==> src/pkg/acr_defs.svh <==
// Constants of the converter control and read port.
// Assumes inclusion by the top module and the result store only.
`ifndef ACR_DEFS_SVH
`define ACR_DEFS_SVH

`define ACR_DATA_W 12
`define ACR_CHAN_W 2
`define ACR_CNT_W 4
`define ACR_SYNC_W 18
// Edges until the strap has passed both synchroniser stages
`define ACR_SETTLE 2'h2
// Conversion clock edge counts
`define ACR_TRACK_RISE 4'hd
`define ACR_DONE_FALL 4'he
`define ACR_LOAD_FALL 4'hd
// Control word power field
`define ACR_PM_LSB 4
`define ACR_PM_NORMAL 2'h0
`define ACR_CTRL_RESET 12'h000

`endif

==> src/pkg/acr_pkg.sv <==
// Types of the converter control and read port.
// Assumes nothing beyond the constants header.
`default_nettype none
package acr_pkg;
    typedef enum logic [3:0]
    {
        ST_HOLD  = 4'h1,
        ST_TRACK = 4'h2,
        ST_CONV  = 4'h4,
        ST_DOWN  = 4'h8
    } acr_state_type;
endpackage
`default_nettype wire

==> src/logic/acr_convert_read_port.sv <==
// Conversion control and parallel result readout of a 12-bit converter.
// Assumes all pins are asynchronous; the converter core answers on clk.
// Contract
// - 12-bit port; strap high gives word mode, low gives byte mode.
// - A falling conversion-start edge begins a conversion.
// - Busy rises after that edge and stays high during conversion.
// - Start returning high before 14th clock fall aborts to track.
// - Busy falls when conversion completes.
// - After power-on hold until one start rising edge gives track.
// - Hold on start fall; track again on 13th conversion clock rise.
// - Auto power modes power down at end, power up on start rise.
// - Word mode returns all twelve bits, ninth pin a data bit.
// - Byte mode: ninth pin is high byte select, two 8-bit reads.
// - Select low returns the eight low result bits.
// - High byte: four top bits, channel on bits 5:4, bits 7:6 zero.
// - Chip select and read strobe combine as active-low levels.
// - Drive only while both low; release after read strobe rises.
// - Held low, valid result appears shortly before busy falls.
// - Control writes latch on write strobe rise, one or two writes.
`default_nettype none
`include "acr_defs.svh"
module acr_convert_read_port
    import acr_pkg::*;
(
    input wire logic clk,                            // 100 MHz clock
    input wire logic nrst,                           // Async reset
    input wire logic conv_start_n,                   // Start strobe pin
    input wire logic conv_clock_in,                  // Conversion clock pin
    input wire logic chipSel_n,                      // Chip select pin
    input wire logic readStrobe_n,                   // Read strobe pin
    input wire logic writeStrobe_n,                  // Write strobe pin
    input wire logic wordByteSel,                    // Strap, high = word
    input wire logic [`ACR_DATA_W-1:0] dataIn,       // Bus pins in; bit 8 is shared_ninth_pin
    input wire logic [`ACR_DATA_W-1:0] coreResult,   // Converter core word
    input wire logic [`ACR_CHAN_W-1:0] coreChannel,  // Channel being sampled
    output logic [`ACR_DATA_W-1:0] dataOut,          // Bus pins out
    output logic lowOe_n,                            // Enable bits 7:0, low drives
    output logic highOe_n,                           // Enable bits 11:8, low drives
    output logic busy,                               // Conversion in progress
    output logic track,                              // Sampling stage tracks
    output logic powerDown,                          // Core powered down
    output logic [`ACR_DATA_W-1:0] ctrlWord          // Control register
);
    logic [`ACR_SYNC_W-1:0] syncA;
    logic [`ACR_SYNC_W-1:0] syncB;
    logic [`ACR_SYNC_W-1:0] prevB;
    logic [`ACR_DATA_W-1:0] pinData;
    logic cst, cclk, readActive, wrAct, strapNow;
    logic cstFall, cstRise, clkFall, clkRise, wrRise, highByteSel;
    logic wordMode, strapTaken;
    logic next_wordMode, next_strapTaken;
    logic [1:0] settleCnt, next_settleCnt;
    acr_state_type state, next_state;
    logic [`ACR_CNT_W-1:0] fallCnt, riseCnt, next_fallCnt, next_riseCnt;
    logic next_busy, next_track, next_powerDown, load, autoMode;
    logic [`ACR_DATA_W-1:0] next_ctrlWord, next_dataOut;
    logic next_lowOe_n, next_highOe_n;
    logic [`ACR_DATA_W-1:0] storeResult;
    logic [`ACR_CHAN_W-1:0] storeChan;

    // Two-stage synchronisers, third stage for edges
    always_ff @(posedge clk or negedge nrst)
    begin
        if (!nrst)
        begin
            syncA <= {`ACR_SYNC_W{1'b1}};
            syncB <= {`ACR_SYNC_W{1'b1}};
            prevB <= {`ACR_SYNC_W{1'b1}};
        end
        else
        begin
            syncA <= {wordByteSel, writeStrobe_n, readStrobe_n, chipSel_n,
                      conv_clock_in, conv_start_n, dataIn};
            syncB <= syncA;
            prevB <= syncB;
        end
    end

    assign pinData = syncB[11:0];
    assign cst = syncB[12];
    assign cclk = syncB[13];
    assign readActive = !syncB[15] && !syncB[14];
    assign wrRise = !prevB[14] && !prevB[16] && syncB[16];
    // Chip select must still be low when the write strobe rises
    assign wrAct = wrRise && !syncB[14];
    assign strapNow = syncB[17];
    assign cstFall = prevB[12] && !cst;
    assign cstRise = !prevB[12] && cst;
    assign clkFall = prevB[13] && !cclk;
    assign clkRise = !prevB[13] && cclk;
    assign highByteSel = pinData[8];
    assign autoMode = ctrlWord[`ACR_PM_LSB+1:`ACR_PM_LSB] != `ACR_PM_NORMAL;
    assign load = state == ST_CONV && clkFall && fallCnt == `ACR_LOAD_FALL - 4'h1;

    acr_result_store u_store
    (
        .clk(clk),
        .nrst(nrst),
        .load(load),
        .resultIn(coreResult),
        .chanIn(coreChannel),
        .result(storeResult),
        .chan(storeChan)
    );

    // Conversion sequencing
    always_comb
    begin
        next_state = state;
        next_fallCnt = fallCnt;
        next_riseCnt = riseCnt;
        next_busy = busy;
        next_track = track;
        next_powerDown = powerDown;
        case (state)
            ST_HOLD:
            begin
                if (cstRise)
                begin
                    next_state = ST_TRACK;
                    next_track = 1'b1;
                end
            end
            ST_TRACK:
            begin
                if (cstFall)
                begin
                    next_state = ST_CONV;
                    next_busy = 1'b1;
                    next_track = 1'b0;
                    next_fallCnt = '0;
                    next_riseCnt = '0;
                end
            end
            ST_CONV:
            begin
                if (clkRise)
                begin
                    next_riseCnt = riseCnt + 4'h1;
                    if (riseCnt == `ACR_TRACK_RISE - 4'h1)
                    begin
                        next_track = 1'b1;
                    end
                end
                if (cstRise && fallCnt < `ACR_DONE_FALL)
                begin
                    next_state = ST_TRACK;
                    next_busy = 1'b0;
                    next_track = 1'b1;
                end
                else if (clkFall)
                begin
                    next_fallCnt = fallCnt + 4'h1;
                    if (fallCnt == `ACR_DONE_FALL - 4'h1)
                    begin
                        next_busy = 1'b0;
                        if (autoMode)
                        begin
                            next_state = ST_DOWN;
                            next_powerDown = 1'b1;
                            next_track = 1'b0;
                        end
                        else
                        begin
                            next_state = ST_TRACK;
                            next_track = 1'b1;
                        end
                    end
                end
            end
            ST_DOWN:
            begin
                if (cstRise)
                begin
                    next_state = ST_TRACK;
                    next_powerDown = 1'b0;
                    next_track = 1'b1;
                end
            end
            default:
            begin
                next_state = ST_HOLD;
                next_track = 1'b0;
                next_busy = 1'b0;
            end
        endcase
    end

    always_ff @(posedge clk or negedge nrst)
    begin
        if (!nrst)
        begin
            state <= ST_HOLD;
            fallCnt <= '0;
            riseCnt <= '0;
            busy <= 1'b0;
            track <= 1'b0;
            powerDown <= 1'b0;
        end
        else
        begin
            state <= next_state;
            fallCnt <= next_fallCnt;
            riseCnt <= next_riseCnt;
            busy <= next_busy;
            track <= next_track;
            powerDown <= next_powerDown;
        end
    end

    // Strap capture, control writes and read drive
    always_comb
    begin
        // Strap taken only once the synchroniser holds the pin, not its reset value
        next_settleCnt = (settleCnt == `ACR_SETTLE) ? settleCnt : settleCnt + 2'h1;
        next_strapTaken = settleCnt == `ACR_SETTLE;
        next_wordMode = strapTaken ? wordMode : strapNow;
        next_ctrlWord = ctrlWord;
        if (wrAct)
        begin
            if (wordMode)
            begin
                next_ctrlWord = pinData;
            end
            else if (highByteSel)
            begin
                next_ctrlWord[11:8] = pinData[3:0];
            end
            else
            begin
                next_ctrlWord[7:0] = pinData[7:0];
            end
        end
        next_lowOe_n = !readActive;
        next_highOe_n = !(readActive && wordMode);
        if (wordMode)
        begin
            next_dataOut = storeResult;
        end
        else if (highByteSel)
        begin
            next_dataOut = {4'h0, 2'h0, storeChan, storeResult[11:8]};
        end
        else
        begin
            next_dataOut = {4'h0, storeResult[7:0]};
        end
    end

    always_ff @(posedge clk or negedge nrst)
    begin
        if (!nrst)
        begin
            settleCnt <= 2'h0;
            strapTaken <= 1'b0;
            wordMode <= 1'b0;
            ctrlWord <= `ACR_CTRL_RESET;
            lowOe_n <= 1'b1;
            highOe_n <= 1'b1;
            dataOut <= '0;
        end
        else
        begin
            settleCnt <= next_settleCnt;
            strapTaken <= next_strapTaken;
            wordMode <= next_wordMode;
            ctrlWord <= next_ctrlWord;
            lowOe_n <= next_lowOe_n;
            highOe_n <= next_highOe_n;
            dataOut <= next_dataOut;
        end
    end
endmodule
`default_nettype wire

==> src/logic/acr_result_store.sv <==
// Result word and channel number of the last conversion.
// Assumes load is a one-cycle pulse on the same clock.
`default_nettype none
`include "acr_defs.svh"
module acr_result_store
(
    input wire logic clk,                            // System clock
    input wire logic nrst,                           // Async reset
    input wire logic load,                           // Capture pulse
    input wire logic [`ACR_DATA_W-1:0] resultIn,     // Converter word
    input wire logic [`ACR_CHAN_W-1:0] chanIn,       // Sampled channel
    output logic [`ACR_DATA_W-1:0] result,           // Stored word
    output logic [`ACR_CHAN_W-1:0] chan              // Stored channel
);
    logic [`ACR_DATA_W-1:0] next_result;
    logic [`ACR_CHAN_W-1:0] next_chan;

    always_comb
    begin
        next_result = load ? resultIn : result;
        next_chan = load ? chanIn : chan;
    end

    always_ff @(posedge clk or negedge nrst)
    begin
        if (!nrst)
        begin
            result <= '0;
            chan <= '0;
        end
        else
        begin
            result <= next_result;
            chan <= next_chan;
        end
    end
endmodule
`default_nettype wire

==> config.mk <==
export PLATFORM = sky130hd
export DESIGN_NAME = acr_convert_read_port
export DESIGN_NICKNAME = d
export VERILOG_FILES = /design/src/pkg/acr_pkg.sv /design/src/logic/acr_convert_read_port.sv /design/src/logic/acr_result_store.sv
export VERILOG_INCLUDE_DIRS = /design/src /design/src/pkg
export SDC_FILE = /design/constraint.sdc
export NUM_CORES = 1
export LEC_CHECK = 0
export ABC_CLOCK_PERIOD_IN_PS = 1800
export BUFFER_PORTS_ARGS = -buffer_cell sky130_fd_sc_hd__buf_2
export CELL_PAD_IN_SITES_DETAIL_PLACEMENT = 0
export CELL_PAD_IN_SITES_GLOBAL_PLACEMENT = 1
export CORE_ASPECT_RATIO = 0.75
export CORE_MARGIN = 2
export CORE_UTILIZATION = 40
export CTS_CLUSTER_SIZE = 12
export DETAILED_ROUTE_END_ITERATION = 16
export PLACE_DENSITY = 0.83
export SYNTH_ARGS = -nofsm -noshare
export SYNTH_HDL_FRONTEND = slang
export SYNTH_SLANG_ARGS = --single-unit
==> constraint.sdc <==
create_clock -name clk -period 1.8 [get_ports clk]
set_clock_uncertainty 0.15 [all_clocks]
set_input_delay 0.54 -clock clk [delete_from_list [all_inputs] [get_ports clk]]
set_output_delay 0.54 -clock clk [all_outputs]
set_load 0.05 [all_outputs]
==> impl_results.html <==
<table>
<tr><th>Metric</th><th>Value</th></tr>
<tr><th colspan="2">Status</th></tr>
<tr><td>Run status</td><td>finished with violations</td></tr>
<tr><td>Violated checks</td><td>negative setup slack</td></tr>
<tr><th colspan="2">STA</th></tr>
<tr><td>Number of setup violations in the final report</td><td>21</td></tr>
<tr><td>Setup TNS</td><td>-611 ps</td></tr>
<tr><td>Unrepaired setup endpoints after global routing</td><td>true</td></tr>
<tr><td>Number of max-slew violations in the final report</td><td>0</td></tr>
<tr><td>Count of final hold-check violations</td><td>0</td></tr>
<tr><td>Worst Slack Setup Final</td><td>-73.4 ps</td></tr>
<tr><td>Max-Slew Margin vs Limit</td><td>75.1%</td></tr>
<tr><td>F_max</td><td>0.534 GHz</td></tr>
<tr><td>Least-Margin Pin Slew</td><td>373 ps</td></tr>
<tr><td>Time the final worst path needs with I/O delays and setup</td><td>1870 ps</td></tr>
<tr><td>Period Utilization, post-route</td><td>104%</td></tr>
<tr><th colspan="2">Worst setup path</th></tr>
<tr><td>Cells along the critical path</td><td>or4b_4 -&gt; a221oi_4 -&gt; a21oi_4 -&gt; a221oi_2</td></tr>
<tr><td>Required time of the worst setup path</td><td>1900 ps</td></tr>
<tr><td>Worst setup path class</td><td>reg2reg</td></tr>
<tr><td>Arrival time at the worst endpoint</td><td>1970 ps</td></tr>
<tr><td>Type of origin of the critical path</td><td>register</td></tr>
<tr><td>CP max-delay cell</td><td>sky130_fd_sc_hd__or4b_4</td></tr>
<tr><td>Length in cells of the worst reg-to-reg path</td><td>4</td></tr>
<tr><td>Reg-to-reg startpoint</td><td>state[1]</td></tr>
<tr><td>Flop-to-flop setup slack</td><td>-70 ps</td></tr>
<tr><td>Kind of end point of the critical path</td><td>register</td></tr>
<tr><td>Largest driver fanout on the critical path</td><td>4</td></tr>
<tr><td>Delay-heaviest family, CP</td><td>compound AO/OA/AOI/OAI gates</td></tr>
<tr><td>Destination of the worst register-to-register timing path</td><td>track</td></tr>
<tr><td>Buffers and inverters on the worst path</td><td>0</td></tr>
<tr><td>Largest stage delay on the critical path</td><td>580 ps</td></tr>
<tr><th colspan="2">Logic synthesis</th></tr>
<tr><td>Synthesized instance count</td><td>263</td></tr>
<tr><td>Total of flip-flops plus latches after synthesis</td><td>99</td></tr>
<tr><td>Fraction of synthesis flops using an asynchronous set or reset pin</td><td>100%</td></tr>
<tr><td>Mean area per synthesized cell</td><td>14.4 um^2</td></tr>
<tr><td>Top cell type's share of synthesized area</td><td>37.1%</td></tr>
<tr><td>Most instantiated cells after synthesis</td><td>56 x sky130_fd_sc_hd__dfrtp_1, 43 x sky130_fd_sc_hd__dfstp_2, 29 x sky130_fd_sc_hd__mux2_2</td></tr>
<tr><td>Total of warnings raised by yosys</td><td>0</td></tr>
<tr><td>Area leader, netlist</td><td>sky130_fd_sc_hd__dfrtp_1</td></tr>
<tr><td>Main synth FF type</td><td>sky130_fd_sc_hd__dfrtp_1</td></tr>
<tr><td>Post-Syn Area</td><td>3770 um^2</td></tr>
<tr><td>Most instantiated library cell after synthesis</td><td>sky130_fd_sc_hd__dfrtp_1</td></tr>
<tr><td>Library cells used by synthesis</td><td>47</td></tr>
<tr><td>Number of flops mapped to enable cells by yosys</td><td>0</td></tr>
<tr><td>Net count after synthesis</td><td>303</td></tr>
<tr><td>Proportion of synthesized chip area in sequential cells</td><td>67.1%</td></tr>
<tr><td>Top post-synthesis cells by area</td><td>sky130_fd_sc_hd__dfrtp_1 37%, sky130_fd_sc_hd__dfstp_2 30%, sky130_fd_sc_hd__mux2_2 8.7%, sky130_fd_sc_hd__ha_1 2.0%, sky130_fd_sc_hd__nor2b_1 1.8%</td></tr>
<tr><th colspan="2">Global route</th></tr>
<tr><td>Global-route wire length before repair</td><td>11700 um</td></tr>
<tr><td>Pin count of the biggest net entering global routing</td><td>46</td></tr>
<tr><td>Vias in the first global route</td><td>2513</td></tr>
<tr><td>GRT Resource Usage Total</td><td>15.0%</td></tr>
<tr><td>Overall overflow remaining after global route</td><td>0</td></tr>
<tr><td>Antenna violations before repair</td><td>0</td></tr>
<tr><th colspan="2">Die</th></tr>
<tr><td>Core Area</td><td>9120 um^2</td></tr>
<tr><td>Horizontal die dimension</td><td>116 um</td></tr>
<tr><td>Die ar.</td><td>10200 um^2</td></tr>
<tr><td>I/O Pins</td><td>63</td></tr>
<tr><td>Cell Rows</td><td>30</td></tr>
<tr><td>Initial standard-cell utilization of the core</td><td>41.4%</td></tr>
<tr><td>Chip Height</td><td>88.1 um</td></tr>
<tr><th colspan="2">Min path</th></tr>
<tr><td>End of the worst hold path</td><td>syncA[17]</td></tr>
<tr><td>Startpoint of the tightest hold check path</td><td>wordByteSel</td></tr>
<tr><td>Hold Path Class</td><td>in2reg</td></tr>
<tr><td>Hold-critical path depth</td><td>1</td></tr>
<tr><th colspan="2">Layout</th></tr>
<tr><td>Fillcell total</td><td>809</td></tr>
<tr><td>Synth-to-Final Area Change</td><td>28.6%</td></tr>
<tr><td>Post-layout nets</td><td>395</td></tr>
<tr><td>Final Instance Area</td><td>4850 um^2</td></tr>
<tr><td>Share of cells above drive strength 1</td><td>54.4%</td></tr>
<tr><td>Multi-input gate area in the final layout</td><td>1220 um^2</td></tr>
<tr><td>Area of all sequential standard cells</td><td>2530 um^2</td></tr>
<tr><td>Core utilization of the finished layout</td><td>53.2%</td></tr>
<tr><td>Ant. Diodes</td><td>0</td></tr>
<tr><th colspan="2">Detailed routing</th></tr>
<tr><td>Routed WL</td><td>7100 um</td></tr>
<tr><td>1st-iter DRT viols</td><td>60</td></tr>
<tr><td>Detailed-route wire length per cell</td><td>14.6 um</td></tr>
<tr><td>Vias per cell</td><td>4.77</td></tr>
<tr><td>ANT nets after route</td><td>0</td></tr>
<tr><td>First-pass iteration count of the detailed router</td><td>4</td></tr>
<tr><td>Total via count in the routed design</td><td>2330</td></tr>
<tr><td>Count of unresolved DRC violations after routing</td><td>0</td></tr>
<tr><th colspan="2">Power</th></tr>
<tr><td>Cell area power density</td><td>1230 nW/um^2</td></tr>
<tr><td>P_leak</td><td>0.00215 uW</td></tr>
<tr><td>Max VDD drop</td><td>0.670 mV</td></tr>
<tr><th colspan="2">Placed design</th></tr>
<tr><td>HPWL after DPL</td><td>4930 um</td></tr>
<tr><td>Placed Area</td><td>4400 um^2</td></tr>
<tr><td>Placer congestion estimate</td><td>0.861</td></tr>
<tr><td>Post-placement worst setup slack</td><td>-221 ps</td></tr>
<tr><td>Port bufs</td><td>62</td></tr>
<tr><th colspan="2">Clocking</th></tr>
<tr><td>Num CTS Buffers</td><td>9</td></tr>
<tr><td>Clock sink total</td><td>99</td></tr>
<tr><td>Clock H-tree levels</td><td>3</td></tr>
<tr><td>CTS tree</td><td>yes</td></tr>
<tr><td>Clock Latency Late Sink</td><td>340 ps</td></tr>
<tr><td>Maximum clock path buffer count</td><td>2</td></tr>
<tr><td>Clock transition at path regs</td><td>70 ps</td></tr>
<tr><td>Clock Root Buffer</td><td>sky130_fd_sc_hd__clkbuf_16</td></tr>
<tr><th colspan="2">Flow run</th></tr>
<tr><td>Number of max-capacitance violations reported</td><td>0</td></tr>
</table>
[sequential cells by signal (all words and copies together), names as in the netlist]
| register | count |
|---|---|
| syncA | 18 |
| syncB | 18 |
| ctrlWord | 12 |
| dataOut | 12 |
| u_store.result | 12 |
| fallCnt | 4 |
| prevB | 4 |
| riseCnt | 4 |
| state | 4 |
| settleCnt | 2 |
| u_store.chan | 2 |
| busy | 1 |
| highOe_n | 1 |
| lowOe_n | 1 |
| powerDown | 1 |
| strapTaken | 1 |
| track | 1 |
| wordMode | 1 |
[report_power, final]
group / total, uW / leakage [uW] / internal, uW / switching, uW
clock: 1920 / 0.000137 / 1090 / 831
sequential: 2600 / 0.00114 / 2470 / 126
combinational: 1440 / 0.000882 / 540 / 903
total: 5960 / 0.00215 / 4100 / 1860
[logic make-up after synthesis]
family | after synthesis | share of synthesized area [%]
AO/OA/AOI/OAI | 45 | 9.02
XOR/XNOR | 3 | 0.696
adder cells (fa/ha/maj) | 6 | 1.99
buffers and inverters | 22 | 2.72
flip-flops | 99 | 67.1
multiplexers | 32 | 9.45
AND/OR/NAND/NOR | 56 | 9.08
[layout make-up]
cell class,count,area share (%)
flip-flops and latches,99,52.2
inverters,13,1.01
well taps,128,3.30
repair buffers,90,12.2
clock inverters,6,1.50
multi-input cells,142,25.1
clock buffers,10,4.72
[worst max path at each step]
| stage | startpoint | cells past startpoint | slack (ps) | end |
|---|---|---|---|---|
| finish | state[1] | 4 | -70 | track |
| global route | prevB[13] | 5 | -110 | u_store.result[6] |
| CTS | state[1] | 4 | -30 | track |
| global placement | syncB[12] | 5 | -80 | riseCnt[0] |
| floorplan | state[0] | 4 | -10 | fallCnt[0] |
| detailed placement | syncB[12] | 5 | -220 | riseCnt[0] |
[placed cells by master (no fill, tap or decap), types with 4 or more instances in the layout]
cell,n
sky130_fd_sc_hd__buf_2,58
sky130_fd_sc_hd__dfrtp_1,56
sky130_fd_sc_hd__dfstp_2,43
sky130_fd_sc_hd__buf_4,25
sky130_fd_sc_hd__mux2_2,23
sky130_fd_sc_hd__inv_1,13
sky130_fd_sc_hd__o21ai_0,10
sky130_fd_sc_hd__clkbuf_16,10
sky130_fd_sc_hd__nor2b_1,8
sky130_fd_sc_hd__nor2_1,8
sky130_fd_sc_hd__nand2_1,8
sky130_fd_sc_hd__and2_1,7
sky130_fd_sc_hd__mux2_4,6
sky130_fd_sc_hd__ha_1,6
sky130_fd_sc_hd__a21oi_1,5
sky130_fd_sc_hd__nand3_1,4
sky130_fd_sc_hd__a31oi_1,4
[routing by layer]
metal / share of wire (%) / vias up / GRT usage (%)
met5: 0 / - / 0
met4: 1.2 / 0 / 4.55
met3: 4.5 / 9 / 4.71
met2: 47 / 51 / 24.3
met1: 48 / 1159 / 19.5
li1: - / 1111 / -
[worst reg2reg max path, stage by stage, from the launching register on]
cell,delay [ps]
sky130_fd_sc_hd__dfrtp_1,400
sky130_fd_sc_hd__or4b_4,580
sky130_fd_sc_hd__a221oi_4,330
sky130_fd_sc_hd__a21oi_4,110
sky130_fd_sc_hd__a221oi_2,230
[timing repair]
item / CTS / global route
hold endpoints to repair: 8 / 0
cloned: 0 / 1
hold buffers: 1 / 0
endpoints found under the setup margin: 13 / 31
setup buffers: 2 / 2
gates resized for setup: 9 / 14
pin swaps: 4 / 6
[per-stage QoR]
| stage | hold WS [ps] | power (uW) | std cells |
|---|---|---|---|
| after global routing | 122 | 6260 | 488 |
| after CTS | 127 | 5980 | 485 |
| after detailed placement | 197 | 3980 | 466 |
| after floorplan | 94.4 | 3530 | 263 |
| after global placement | 195 | 3950 | 466 |
| final | 143 | 5960 | 488 |
Note: power is estimated with default switching activity, not from simulation.
